[src/pkg/acc_pkg.sv]
// constants and helpers shared by the calibration control register block
`default_nettype none

package acc_pkg;

    // apb geometry: printed offsets are register indices, byte address is four times the index
    localparam int            APB_AW            = 12;
    localparam int            APB_DW            = 32;
    localparam int            REG_W             = 8;

    // register indices
    localparam logic [9:0]    IDX_CAL_STATUS    = 10'h06a;  // read-only engine status
    localparam logic [9:0]    IDX_PIN_CFG       = 10'h06b;  // trigger source select
    localparam logic [9:0]    IDX_SOFT_TRIG     = 10'h06c;  // software calibration trigger
    localparam logic [9:0]    IDX_LP_CTRL       = 10'h06e;  // low-power calibration control
    localparam logic [9:0]    IDX_DATA_EN       = 10'h070;  // calibration data access enable
    localparam logic [9:0]    IDX_DATA_PORT     = 10'h071;  // calibration data port
    localparam logic [9:0]    IDX_BG_CFG        = 10'h080;  // background calibration enable
    localparam logic [9:0]    IDX_STREAM_CFG    = 10'h081;  // address hold control
    localparam logic [9:0]    IDX_STREAM_STAT   = 10'h082;  // vector transfer progress

    // reset values
    localparam logic [7:0]    RST_LP_CTRL       = 8'h88;
    localparam logic [7:0]    RST_SOFT_TRIG     = 8'h01;
    localparam logic [7:0]    RST_DATA_EN       = 8'h00;
    localparam logic [7:0]    RST_PIN_CFG       = 8'h00;
    localparam logic [7:0]    RST_BG_CFG        = 8'h00;
    localparam logic [7:0]    RST_STREAM_CFG    = 8'h00;

    // field positions
    localparam int            LOW_POWER_CALIBRATION_ENABLE_BIT         = 0;
    localparam int            TRIGGER_WOKEN_MODE_BIT       = 1;
    localparam int            LP_WAKE_LSB       = 3;
    localparam int            LP_SLEEP_LSB      = 5;
    localparam int            SOFT_TRIG_BIT     = 0;
    localparam int            DATA_EN_BIT       = 0;
    localparam int            HW_SEL_BIT        = 0;
    localparam int            BG_EN_BIT         = 1;
    localparam int            ADDR_HOLD_BIT     = 0;
    localparam int            STAT_STOPPED_BIT  = 1;
    localparam int            SS_ACTIVE_BIT     = 0;
    localparam int            SS_DONE_BIT       = 1;
    localparam int            SS_INVALID_BIT    = 2;

    // calibration vector
    localparam int            VEC_IDX_W         = 10;
    localparam logic [9:0]    CAL_VECTOR_LEN    = 10'd673;

    // low-power delays, counted in clock periods: (2^k + 1) * unit
    localparam int            DELAY_UNIT_CYCLES = 256;
    localparam int            DLY_W             = 42;
    localparam int            SLEEP_EXP [8]     = '{3, 15, 18, 21, 24, 27, 30, 33};
    localparam int            WAKE_EXP  [4]     = '{3, 18, 21, 24};

    // one delay in cycles, less one, ready to load into a down counter
    function automatic logic [DLY_W-1:0] acc_delay_load(input int exp, input int unit);
        logic [63:0] full;
        full = ((64'd1 << exp) + 64'd1) * 64'(unit);
        return full[DLY_W-1:0] - 42'd1;
    endfunction : acc_delay_load

endpackage : acc_pkg

`default_nettype wire

[src/design/acc_lp_sequencer.sv]
// low-power background calibration sequencer: sleep, wake settle, calibrate
`default_nettype none

module acc_lp_sequencer #(
    parameter int UNIT_CYCLES = acc_pkg::DELAY_UNIT_CYCLES
) (
    input  wire logic       clk_sys,
    input  wire logic       reset_n,
    input  wire logic       lpActive,       // low-power enable and background enable
    input  wire logic       trigWoken,      // trigger-woken mode
    input  wire logic [2:0] sleepCode,      // sleep delay code
    input  wire logic [1:0] wakeCode,       // wake settle delay code
    input  wire logic       calTrigger,     // selected calibration trigger level
    input  wire logic       calRoundDone,   // engine finished one core's calibration
    output logic            adcSleep,       // core held asleep
    output logic            calRoundStart   // one-cycle request to calibrate the woken core
);
    import acc_pkg::*;

    typedef enum logic [1:0] {
        ACC_OFF,
        ACC_CAL,
        ACC_SLEEP,
        ACC_WAKE
    } acc_lp_state_t;

    acc_lp_state_t            state_q, state_d;      // sequencer state
    logic [DLY_W-1:0]         count_q, count_d;      // delay down counter
    logic                     sleep_q, sleep_d;      // registered sleep output
    logic                     start_q, start_d;      // registered start pulse

    // next-state logic; any loss of lpActive drops straight to off
    always_comb begin
        state_d = state_q;
        count_d = count_q;
        sleep_d = 1'b0;
        start_d = 1'b0;
        case (state_q)
            ACC_OFF: begin
                if (lpActive) begin
                    state_d = ACC_CAL;
                end
            end
            ACC_CAL: begin
                // sleep delay is sampled on entry, so a code change applies to the next sleep
                if (calRoundDone) begin
                    state_d = ACC_SLEEP;
                    count_d = acc_delay_load(SLEEP_EXP[sleepCode], UNIT_CYCLES);
                    sleep_d = 1'b1;
                end
            end
            ACC_SLEEP: begin
                sleep_d = 1'b1;
                if (trigWoken) begin
                    // sleep indefinitely until the trigger goes low
                    if (!calTrigger) begin
                        state_d = ACC_WAKE;
                        count_d = acc_delay_load(WAKE_EXP[wakeCode], UNIT_CYCLES);
                        sleep_d = 1'b0;
                    end
                end else if (count_q == '0) begin
                    state_d = ACC_WAKE;
                    count_d = acc_delay_load(WAKE_EXP[wakeCode], UNIT_CYCLES);
                    sleep_d = 1'b0;
                end else begin
                    count_d = count_q - 42'd1;
                end
            end
            ACC_WAKE: begin
                // settle before calibrating the freshly woken core
                if (count_q == '0) begin
                    state_d = ACC_CAL;
                    start_d = 1'b1;
                end else begin
                    count_d = count_q - 42'd1;
                end
            end
            default: begin
                state_d = ACC_OFF;
            end
        endcase
        if (!lpActive) begin
            state_d = ACC_OFF;
            sleep_d = 1'b0;
            start_d = 1'b0;
        end
    end

    // sequencer registers
    always_ff @(posedge clk_sys or negedge reset_n) begin
        if (!reset_n) begin
            state_q <= ACC_OFF;
            count_q <= '0;
            sleep_q <= 1'b0;
            start_q <= 1'b0;
        end else begin
            state_q <= state_d;
            count_q <= count_d;
            sleep_q <= sleep_d;
            start_q <= start_d;
        end
    end

    assign adcSleep      = sleep_q;
    assign calRoundStart = start_q;

endmodule : acc_lp_sequencer

`default_nettype wire

[src/design/acc_regs.sv]
// calibration control register bank on apb with low-power sequencer and data port
//
// Local design decision: register access over APB.
`default_nettype none

module acc_regs #(
    parameter int UNIT_CYCLES = acc_pkg::DELAY_UNIT_CYCLES  // shorten in simulation
) (
    input  wire logic                        clk_sys,
    input  wire logic                        reset_n,
    // apb slave
    input  wire logic                        psel,
    input  wire logic                        penable,
    input  wire logic                        pwrite,
    input  wire logic [acc_pkg::APB_AW-1:0]  paddr,
    input  wire logic [acc_pkg::APB_DW-1:0]  pwdata,
    input  wire logic [3:0]                  pstrb,
    output logic      [acc_pkg::APB_DW-1:0]  prdata,
    output logic                             pready,
    output logic                             pslverr,
    // trigger pin and engine status
    input  wire logic                        hwCalibrationTriggerInput,
    input  wire logic                        calStopped,
    input  wire logic                        calRoundDone,
    // calibration vector port towards the cores
    input  wire logic [7:0]                  calVecRdata,
    output logic      [acc_pkg::VEC_IDX_W-1:0] calVecIndex,
    output logic                             calVecRead,
    output logic                             calVecWrite,
    output logic      [7:0]                  calVecWdata,
    // towards the calibration engine
    output logic                             calibrationTrigger,
    output logic                             backgroundCalibrationEnable,
    output logic                             lowPowerActive,
    output logic                             adcSleep,
    output logic                             calRoundStart
);
    import acc_pkg::*;

    // true when the word address selects the given register index
    function automatic logic acc_hit(input logic [9:0] wordAddr, input logic [9:0] idx);
        return wordAddr == idx;
    endfunction : acc_hit

    logic [7:0]           lpCtrl_q, lpCtrl_d;        // low_power_calibration_control
    logic [7:0]           softTrig_q, softTrig_d;    // software_calibration_trigger
    logic [7:0]           dataEn_q, dataEn_d;        // calibration_data_access_enable
    logic [7:0]           pinCfg_q, pinCfg_d;        // trigger source configuration
    logic [7:0]           bgCfg_q, bgCfg_d;          // background calibration config
    logic [7:0]           streamCfg_q, streamCfg_d;  // address hold config
    logic [VEC_IDX_W-1:0] vecIdx_q, vecIdx_d;        // position in the calibration vector
    logic                 seqActive_q, seqActive_d;  // a transfer has started
    logic                 seqDone_q, seqDone_d;      // full vector moved
    logic                 seqInvalid_q, seqInvalid_d; // transfer abandoned part way
    logic                 vecRead_q, vecRead_d;      // registered read strobe
    logic                 vecWrite_q, vecWrite_d;    // registered write strobe
    logic [7:0]           vecWdata_q, vecWdata_d;    // registered write data
    logic [31:0]          prdata_q, prdata_d;        // read data captured in setup phase
    logic                 pslverr_q, pslverr_d;      // error captured in setup phase
    logic                 trigMeta_q, trigSync_q;    // pin synchroniser pair

    logic [9:0]           wordAddr;                  // paddr as register index
    logic [9:0]           effIdx;                    // index after address hold
    logic                 setupPhase;                // apb setup cycle
    logic                 accessDone;                // apb access completes this edge
    logic                 portOpen;                  // data port enabled
    logic                 mapped;                    // address decodes to a register
    logic                 sleepWanted;               // sequencer asks for sleep

    assign wordAddr   = paddr[11:2];
    assign setupPhase = psel && !penable;
    assign accessDone = psel && penable;
    assign portOpen   = dataEn_q[DATA_EN_BIT];

    // with address hold set every access except to the hold control lands on the data port
    always_comb begin
        effIdx = wordAddr;
        if (streamCfg_q[ADDR_HOLD_BIT] && !acc_hit(wordAddr, IDX_STREAM_CFG)) begin
            effIdx = IDX_DATA_PORT;
        end
    end

    // decode for the error answer; unmapped words answer with pslverr
    always_comb begin
        mapped = acc_hit(effIdx, IDX_CAL_STATUS) || acc_hit(effIdx, IDX_PIN_CFG)
            || acc_hit(effIdx, IDX_SOFT_TRIG) || acc_hit(effIdx, IDX_LP_CTRL)
            || acc_hit(effIdx, IDX_DATA_EN) || acc_hit(effIdx, IDX_DATA_PORT)
            || acc_hit(effIdx, IDX_BG_CFG) || acc_hit(effIdx, IDX_STREAM_CFG)
            || acc_hit(effIdx, IDX_STREAM_STAT);
    end

    // read data and error are registered in the setup cycle; index is stable until completion
    always_comb begin
        prdata_d  = prdata_q;
        pslverr_d = pslverr_q;
        if (setupPhase) begin
            prdata_d  = '0;
            pslverr_d = !mapped;
            if (!pwrite) begin
                case (1'b1)
                    acc_hit(effIdx, IDX_CAL_STATUS): begin
                        prdata_d[STAT_STOPPED_BIT] = calStopped;
                    end
                    acc_hit(effIdx, IDX_PIN_CFG):    prdata_d[7:0] = pinCfg_q;
                    acc_hit(effIdx, IDX_SOFT_TRIG):  prdata_d[7:0] = softTrig_q;
                    acc_hit(effIdx, IDX_LP_CTRL):    prdata_d[7:0] = lpCtrl_q;
                    acc_hit(effIdx, IDX_DATA_EN):    prdata_d[7:0] = dataEn_q;
                    acc_hit(effIdx, IDX_DATA_PORT): begin
                        // a closed port reads zero and leaves the vector alone
                        if (portOpen) begin
                            prdata_d[7:0] = calVecRdata;
                        end
                    end
                    acc_hit(effIdx, IDX_BG_CFG):     prdata_d[7:0] = bgCfg_q;
                    acc_hit(effIdx, IDX_STREAM_CFG): prdata_d[7:0] = streamCfg_q;
                    acc_hit(effIdx, IDX_STREAM_STAT): begin
                        prdata_d[SS_ACTIVE_BIT]  = seqActive_q;
                        prdata_d[SS_DONE_BIT]    = seqDone_q;
                        prdata_d[SS_INVALID_BIT] = seqInvalid_q;
                    end
                    default: prdata_d = '0;
                endcase
            end
        end
    end

    // control register writes; only byte lane zero carries register bits
    always_comb begin
        lpCtrl_d    = lpCtrl_q;
        softTrig_d  = softTrig_q;
        dataEn_d    = dataEn_q;
        pinCfg_d    = pinCfg_q;
        bgCfg_d     = bgCfg_q;
        streamCfg_d = streamCfg_q;
        if (accessDone && pwrite && pstrb[0]) begin
            case (1'b1)
                acc_hit(effIdx, IDX_LP_CTRL):    lpCtrl_d    = pwdata[7:0];
                acc_hit(effIdx, IDX_SOFT_TRIG):  softTrig_d  = pwdata[7:0];
                acc_hit(effIdx, IDX_DATA_EN):    dataEn_d    = pwdata[7:0];
                acc_hit(effIdx, IDX_PIN_CFG):    pinCfg_d    = pwdata[7:0];
                acc_hit(effIdx, IDX_BG_CFG):     bgCfg_d     = pwdata[7:0];
                acc_hit(effIdx, IDX_STREAM_CFG): streamCfg_d = pwdata[7:0];
                default: begin
                end
            endcase
        end
    end

    // vector walk: each completed access to the open port moves one value and steps the index
    always_comb begin
        vecIdx_d     = vecIdx_q;
        seqActive_d  = seqActive_q;
        seqDone_d    = seqDone_q;
        seqInvalid_d = seqInvalid_q;
        vecRead_d    = 1'b0;
        vecWrite_d   = 1'b0;
        vecWdata_d   = vecWdata_q;
        // opening the port starts a fresh walk from the first value
        if (dataEn_d[DATA_EN_BIT] && !portOpen) begin
            vecIdx_d     = '0;
            seqActive_d  = 1'b0;
            seqDone_d    = 1'b0;
            seqInvalid_d = 1'b0;
        end
        // closing mid-walk marks the stored calibration unusable
        if (!dataEn_d[DATA_EN_BIT] && portOpen && seqActive_q) begin
            seqInvalid_d = 1'b1;
            seqActive_d  = 1'b0;
        end
        if (accessDone && portOpen && acc_hit(effIdx, IDX_DATA_PORT)) begin
            if (pwrite) begin
                // a write without lane zero still counts, so the walk stays aligned
                vecWrite_d = 1'b1;
                vecWdata_d = pstrb[0] ? pwdata[7:0] : 8'h00;
            end else begin
                vecRead_d = 1'b1;
            end
            if (vecIdx_q == CAL_VECTOR_LEN - 10'd1) begin
                vecIdx_d    = '0;
                seqActive_d = 1'b0;
                seqDone_d   = 1'b1;
            end else begin
                vecIdx_d    = vecIdx_q + 10'd1;
                seqActive_d = 1'b1;
                seqDone_d   = 1'b0;
            end
        end
    end

    // all register state; the pin passes two flops before any use
    always_ff @(posedge clk_sys or negedge reset_n) begin
        if (!reset_n) begin
            lpCtrl_q     <= RST_LP_CTRL;
            softTrig_q   <= RST_SOFT_TRIG;
            dataEn_q     <= RST_DATA_EN;
            pinCfg_q     <= RST_PIN_CFG;
            bgCfg_q      <= RST_BG_CFG;
            streamCfg_q  <= RST_STREAM_CFG;
            vecIdx_q     <= '0;
            seqActive_q  <= 1'b0;
            seqDone_q    <= 1'b0;
            seqInvalid_q <= 1'b0;
            vecRead_q    <= 1'b0;
            vecWrite_q   <= 1'b0;
            vecWdata_q   <= 8'h00;
            prdata_q     <= '0;
            pslverr_q    <= 1'b0;
            trigMeta_q   <= 1'b0;
            trigSync_q   <= 1'b0;
        end else begin
            lpCtrl_q     <= lpCtrl_d;
            softTrig_q   <= softTrig_d;
            dataEn_q     <= dataEn_d;
            pinCfg_q     <= pinCfg_d;
            bgCfg_q      <= bgCfg_d;
            streamCfg_q  <= streamCfg_d;
            vecIdx_q     <= vecIdx_d;
            seqActive_q  <= seqActive_d;
            seqDone_q    <= seqDone_d;
            seqInvalid_q <= seqInvalid_d;
            vecRead_q    <= vecRead_d;
            vecWrite_q   <= vecWrite_d;
            vecWdata_q   <= vecWdata_d;
            prdata_q     <= prdata_d;
            pslverr_q    <= pslverr_d;
            trigMeta_q   <= hwCalibrationTriggerInput;
            trigSync_q   <= trigMeta_q;
        end
    end

    // trigger source select; the unused source is ignored outright
    always_comb begin
        if (pinCfg_q[HW_SEL_BIT]) begin
            calibrationTrigger = trigSync_q;
        end else begin
            calibrationTrigger = softTrig_q[SOFT_TRIG_BIT];
        end
    end

    // low power only runs on top of background calibration
    assign backgroundCalibrationEnable = bgCfg_q[BG_EN_BIT];
    assign lowPowerActive = lpCtrl_q[LOW_POWER_CALIBRATION_ENABLE_BIT] && bgCfg_q[BG_EN_BIT];

    acc_lp_sequencer #(
        .UNIT_CYCLES (UNIT_CYCLES)
    ) u_lp_sequencer (
        .clk_sys       (clk_sys),
        .reset_n       (reset_n),
        .lpActive      (lowPowerActive),
        .trigWoken     (lpCtrl_q[TRIGGER_WOKEN_MODE_BIT]),
        .sleepCode     (lpCtrl_q[LP_SLEEP_LSB +: 3]),
        .wakeCode      (lpCtrl_q[LP_WAKE_LSB +: 2]),
        .calTrigger    (calibrationTrigger),
        .calRoundDone  (calRoundDone),
        .adcSleep      (sleepWanted),
        .calRoundStart (calRoundStart)
    );

    assign adcSleep    = sleepWanted;
    assign calVecIndex = vecIdx_q;
    assign calVecRead  = vecRead_q;
    assign calVecWrite = vecWrite_q;
    assign calVecWdata = vecWdata_q;

    // zero-wait slave: the access phase always completes in its first cycle
    assign pready  = psel && penable;
    assign prdata  = prdata_q;
    assign pslverr = pslverr_q && psel && penable;

endmodule : acc_regs

`default_nettype wire

[config.mk]
export PLATFORM = sky130hd
export DESIGN_NAME = acc_regs
export DESIGN_NICKNAME = d
export VERILOG_FILES = /design/src/pkg/acc_pkg.sv /design/src/design/acc_lp_sequencer.sv /design/src/design/acc_regs.sv
export SDC_FILE = /design/constraint.sdc
export NUM_CORES = 1
export LEC_CHECK = 0
export ABC_AREA = 1
export BUFFER_PORTS_ARGS = -buffer_cell sky130_fd_sc_hd__buf_2
export CAP_MARGIN = 20
export CORE_AREA = 2 2 174 176
export DETAILED_ROUTE_END_ITERATION = 10
export DIE_AREA = 0 0 176 178
export SYNTH_ARGS = -nofsm -noshare
export SYNTH_HDL_FRONTEND = slang
export SYNTH_SLANG_ARGS = --single-unit
[constraint.sdc]
create_clock -name clk_sys -period 4.86 [get_ports clk_sys]
set_input_delay 0.243 -clock clk_sys [delete_from_list [all_inputs] [get_ports clk_sys]]
set_output_delay 0.243 -clock clk_sys [all_outputs]
set_load 0.05 [all_outputs]
After elaboration in Yosys (flattened, before gate mapping)
Memories as Yosys holds them, arrays and structs flattened.
Index checks and enable logic that the tools add are counted.

word-level totals
  output and inout bits = 59
  bits in read-only memories = 256
  bits in registers = 152
  memories = 1
  bits of input ports = 64
  logic and storage cells = 187

cells by class
  muxes and demuxes = 85
  shift operators = 2
  add/subtract/negate cells = 6
  bitwise operators = 7
  equality and inequality tests = 21
  reductions and logical operators = 41
  $lt $le $gt $ge = 2

memories
  memory           words  width  rd ports  clocked after Yosys merged registers in  write ports  RTL line                RTL
  (no name shown)  8      32     1         0                                        0            acc_lp_sequencer.sv:48  count_d = acc_delay_load(SLEEP_EXP[sleepCode], UNIT_CYCLES);

operator list
  kind                                                   count
  two-way mux 42 bit                                     5
  two-way mux 32 bit                                     4
  one-hot mux 42 bit (3 select lines)                    1
  subtractor 42 x 1 -> 42 bit (second input constant)    3
  adder 34 x 1 -> 34 bit (second input constant)         2
  left shift 1 x 32 -> 34 bit (first input constant)     2
  binary-select mux 32 bit (select 2 bit)                1
  equality test 10 x 7 -> 1 bit (second input constant)  6
  two-way mux 1 bit                                      51
  logical NOT 42 bit                                     1
  equality test 10 x 8 -> 1 bit (second input constant)  4
  two-way mux 10 bit                                     4
  two-way mux 5 bit                                      8
  two-way mux 8 bit                                      3
  logical AND 1 bit                                      13
  two-way mux 2 bit                                      6
  AND reduction 4 bit                                    3
  adder 10 x 1 -> 10 bit (second input constant)         1
  equality test 10 bit (second input constant)           1
  inequality test 3 bit (second input constant)          3
  logical OR 1 bit                                       8
  inequality test 4 bit (second input constant)          2
  one-hot mux 2 bit (4 select lines)                     1
  AND reduction 7 bit                                    1
  17 further kinds                                       30

Longest topological paths before layout
  word-level depth = 15
  mapped depth = 17
  gate-level depth less buffers = 17

Hierarchy
Synthesis repeated with hierarchy kept, for this count alone.

second synthesis, totals
  cell total of the unflattened synthesis = 1370
  area, all modules = 9334.0 sq um

by module, submodules not included
  module            area each (sq um)  cells an instance  times used  seq. area each (sq um)
  acc_lp_sequencer  4963.5             819                1           1151.1
  acc_regs          4370.4             551                1           2055.7

Worst setup path after synthesis
No wires, ideal clock.

  kind = register to register
  start point = register softTrig_q[0]
  end point = register u_lp_sequencer.count_q[29]
  clock period less this slack = 2.725 ns
  data required time = 4.741 ns
  path buffers = 1
  stages on the path, launching flop included = 11
  arrival = 2.605 ns
  setup time = 0.119 ns
  setup slack = 2.135 ns
  path through = dfstp_2 inv_1 o21ai_0 nand3_1 o21ai_0 inv_1 nand3b_4 inv_2 buf_2 o22ai_1 inv_1

on the way
  cells in the longest elaborated chain, start to end = 3

ends and longest elaborated chain
  what                             RTL line                RTL
  from (decl)                      acc_regs.sv:46          logic [7:0] softTrig_q, softTrig_d;
  from (signal assigned)           acc_regs.sv:212         softTrig_q <= softTrig_d;
  two-way mux 1 bit                acc_regs.sv:233         if (pinCfg_q[HW_SEL_BIT]) begin
  named net calibrationTrigger     acc_regs.sv:32          output logic calibrationTrigger,
  inequality test 3 bit (no line)  n/a
  AND reduction 4 bit (no line)    n/a
  to (signal assigned)             acc_lp_sequencer.sv:98  count_q <= count_d;
  to (decl)                        acc_lp_sequencer.sv:28  logic [DLY_W-1:0] count_q, count_d;

The timed path passes the listed nets, and every way through them passes these cells.
A chain may end at the register's enable or synchronous reset.

Final worst setup path
  start point = register lpCtrl_q[5]
  end point = register u_lp_sequencer.count_q[41]

on the way
  cells in the longest elaborated chain, start to end = 9

ends and longest elaborated chain
  what                                                    RTL line                RTL
  from (decl)                                             acc_regs.sv:45          logic [7:0] lpCtrl_q, lpCtrl_d;
  from (signal assigned)                                  acc_regs.sv:211         lpCtrl_q <= lpCtrl_d;
  inverter 3 -> 4 bit (implied by the code)               acc_lp_sequencer.sv:48
  memory read (8 x 32 bit)                                n/a
  two-way mux 32 bit (implied by the code) (2 in series)  acc_lp_sequencer.sv:48
  left shift 1 x 32 -> 34 bit                             acc_pkg.sv:58           full = ((64'd1 << exp) + 64'd1) * 64'(unit);
  adder 34 x 1 -> 34 bit                                  acc_pkg.sv:58
  subtractor 42 x 1 -> 42 bit                             acc_pkg.sv:59           return full[DLY_W-1:0] - 42'd1;
  two-way mux 42 bit                                      acc_lp_sequencer.sv:46  if (calRoundDone) begin
  one-hot mux 42 bit (3 select lines)                     acc_lp_sequencer.sv:38  case (state_q)

No other way between the ends. The select of a mux whose other input is x is not followed.

==> results.md <==
* Starting DRC count in detailed routing at around 830
* Number of antenna violations at the first check in global routing at 0
* Cell type with the largest total area after synthesis: dfrtp_1
* Worst EP required at 5230 ps
* Result of the run: completed
* Worst slew slack as a fraction of its limit at 0.361
* Number of flops mapped to enable cells by yosys at 0
* Tot GR Track Use at 0.173
* Count of distinct cell types in the synthesized netlist at 58
* Worst-margin pin slew at roughly 960 ps
* Static leakage at roughly 4.7 nW
* Largest net degree at the start of global routing at 99
* DRC at 0
* Fraction of the core area covered by cells at the end of the flow at 0.337
* Combinational share of power at 0.055
* Length of the first detailed-routing pass in iterations at 6
* Count of mapped cells out of synthesis at between 1000 and 1500
* Clock latency on the worst-skew pair at approximately 440 ps
* Relative area change from synthesis to final layout at 13.6%
* Longest Clk Path Bufs at 2
* Die area at 0.0313 mm²
* CTS sink cnt at roughly 130
* Vias in the first global route at around 8000
* Highest clock frequency the design can meet at around 320 MHz
* Worst min-delay path class: in -> reg
* Slowest stage cell on the critical path: dfrtp_1
* Routed via count divided by cell count at ~5
* Setup-failing EPs final at 0
* Post-synthesis sequential element count at between 100 and 150
* Synthesized area divided by synthesized cell count at approximately 7.3 µm²
* Leading cell type in the layout, fill and taps excluded: nand2_1
* Diodes inserted at 0
* Die extent in x at approximately 180 µm
* Clock tree root buffer cell: clkbuf_16
* Cell breakdown of the critical path: inv_1, ha_1, nand2_1, and2_1, nor2_1, nand2_1, nor2_1, nand2_1, inv_1, ha_1, xor2_1, nand4_1, a21oi_1, o21ai_0, nand2_1
* Initial Utilization at 0.297
* Final #Nets at 1348
* Cell internal pwr at between 0.0015 and 0.002 W
* Worst Clk Skew at about 11 ps
* Sequential element share of the synthesized area at 0.368
* Dpl hpwl at 19400 µm
* Switching fraction of total power at 0.263
* Final routed wire length divided by cell count at ~16 µm
* Worst stage delay on the critical path at 390 ps
* Ranking of synthesized cells by area: dfrtp_1 36%, nand2_1 11%, nor2_1 5.9%, inv_1 5.7%, o21ai_0 5.0%
* Commonest cells after routing, fill and taps aside: 246 x nand2_1, 136 x nor2_1, 132 x inv_1, 125 x dfrtp_1, 87 x o21ai_0
* Path type of the worst setup path: reg -> reg
* Count of buffers from port buffering at just under 70
* Startpoint type of the worst setup path: flip-flop
* Endpoint arrival time on the critical path at 3510 ps
* Setup tns final at 0 ps
* Max Cap Violations at 0
* Core Footprint at 0.0294 mm²
* Boundary Pins at about 120
* Power density over the cells at ~250 mW/mm²
* Final worst slack at between 1500 and 2000 ps
* Most used DFF post-synth: dfrtp_1
* Grt ovf at 0
* Crit end category: flip-flop
* Share of layout cells above drive strength 1 at 0.130
* Final critical path time including I/O delays and setup at between 3000 and 4000 ps
* Die outline height at roughly 180 µm
* Net switching power at 0.000663 W
* Gpl congestion at roughly 0.91
* Biggest fanout along the worst timing path at 6
* Area after DPL at 0.00930 mm²
* TritonCTS clock tree: built
* Fraction of synthesized cell area taken by the top area cell type at 0.359
* Portion of total power attributed to the clock network at 0.519
* H-tree depth at 4
* Routed wire length at around 26000 µm
* Total count of hold-check failures in the final report at 0
* Fillcell total at approximately 3100
* Pre-CTS setup slack at about 1800 ps
* Worst Hold Slack at roughly 11 ps
* Number of warnings printed during yosys synthesis at 0
* Setup repair after global routing missed its margin: false
* Total number of vias at slightly above 8000
* Share of total power in sequential cells at 0.426
* Area of all placed cells without fillers at 0.00990 mm²
* Num CTS Buffers at 17
* Clock transition at path regs at roughly 70 ps
* Async set-reset flop share out of synthesis at 1.00
* Most used cell, CP: nand2_1
* Slew Viols, Final at 0
* First-pass GRT wire length at around 43000 µm
* Portion of the clock cycle consumed by the worst path in the final layout at 0.646
* Remaining number of nets flagged by the antenna check after routing at 0
* Maximum VDD drop at roughly 0.17 mV
* Std-Cell Rows at between 60 and 70
* Netlist Area Pre-Place at 0.00872 mm²
## power by group through the flow
stage	sequential (W)	combinational, W	clock (W)
floorplan	0.00109	0.0000916	0
global placement	0.00109	0.000137	0
detailed placement	0.00109	0.000138	0
CTS	0.00107	0.000140	0.00132
global route	0.00107	0.000152	0.00137
finish	0.00107	0.000138	0.00131
## Yosys cell counts (all sizes together), types with 2 or more instances
cell     number
xnor2         6
o2111ai       5
dfstp         3
xor2         30
nor3         35
a32oi         3
o31ai         4
clkbuf        8
clkinv        6
nor2        155
a2bb2oi       2
nand4        38
buf          47
o21a          6
nand3b        7
a31oi         5
a21oi        44
nor4          4
o22ai        11
nand3        78
o21ai       138
o211ai        6
inv         141
nand2       259
ha           21
a22oi         4
dfrtp       125
## critical path, delay by kind of cell, from the launching register on
kind                     cells  cell delay, ps
AND/OR/NAND/NOR              8            1230
adder cells (fa/ha/maj)      2             530
AO/OA/AOI/OAI                2             490
flip-flops                   1             390
buffers and inverters        2             230
XOR/XNOR                     1             210
## what timing repair did
action,in CTS,in global routing
buffers inserted,0,0
hold buffers,2,0
hold endpoints to repair,45,0
gates resized for setup,0,0
## metal layers
layer,up-vias,part of all wire,GRT usage
met5,-,0,0
met4,0,0.028,0.0606
met3,49,0.059,0.0354
met2,290,0.45,0.277
met1,3899,0.46,0.233
li1,4055,-,-
## path summary, 6_finish.rpt
kind,from,to,slack [ps],depth (start not counted)
max reg2reg,lpCtrl_q[5],u_lp_sequencer.count_q[41],1720,15
min reg2reg,trigMeta_q,trigSync_q,350,0
max,lpCtrl_q[5],u_lp_sequencer.count_q[41],1720,15
max in group asynchronous,reset_n,softTrig_q[0],3340,3
min in group asynchronous,reset_n,u_lp_sequencer.count_q[3],500,2
min,pwrite,calVecRead,10,2
## metrics by stage
stage | power, W | instances
6_report | 0.00252 | 1665
3_5_place_dp | 0.00123 | 1632
5_1_grt | 0.00260 | 1665
2_1_floorplan | 0.00118 | 1224
3_3_place_gp | 0.00123 | 1632
4_1_cts | 0.00253 | 1665
## flip-flops by register name, summed over array words and instances (netlist names), 8 cells and up
signal                  cells
streamCfg_q                 8
calVecWdata                 8
u_lp_sequencer.count_q     42
pinCfg_q                    8
softTrig_q                  8
prdata                      8
calVecIndex                10
dataEn_q                    8
lpCtrl_q                    8
bgCfg_q                     8
## layout make-up
class                   instances  area (µm²)  area share
clock buffers                  17         425      0.0430
clock inverters                14         159      0.0160
inverters                     147         559      0.0565
multi-input cells             894        4660       0.471
flip-flops and latches        128        3210       0.324
well taps                     390         488      0.0493
repair buffers                 75         402      0.0406
## kinds of logic after synthesis
| family | share of synthesized area |
|---|---|
| xor gates and xnor gates | 0.0362 |
| buffers and inverters | 0.107 |
| adders and majority gates | 0.0301 |
| other | 0.000430 |
| AOI/OAI and AO/OA | 0.156 |
| and+or+nand+nor | 0.303 |
| DFF | 0.368 |
Power figures use the tool's default switching activity.
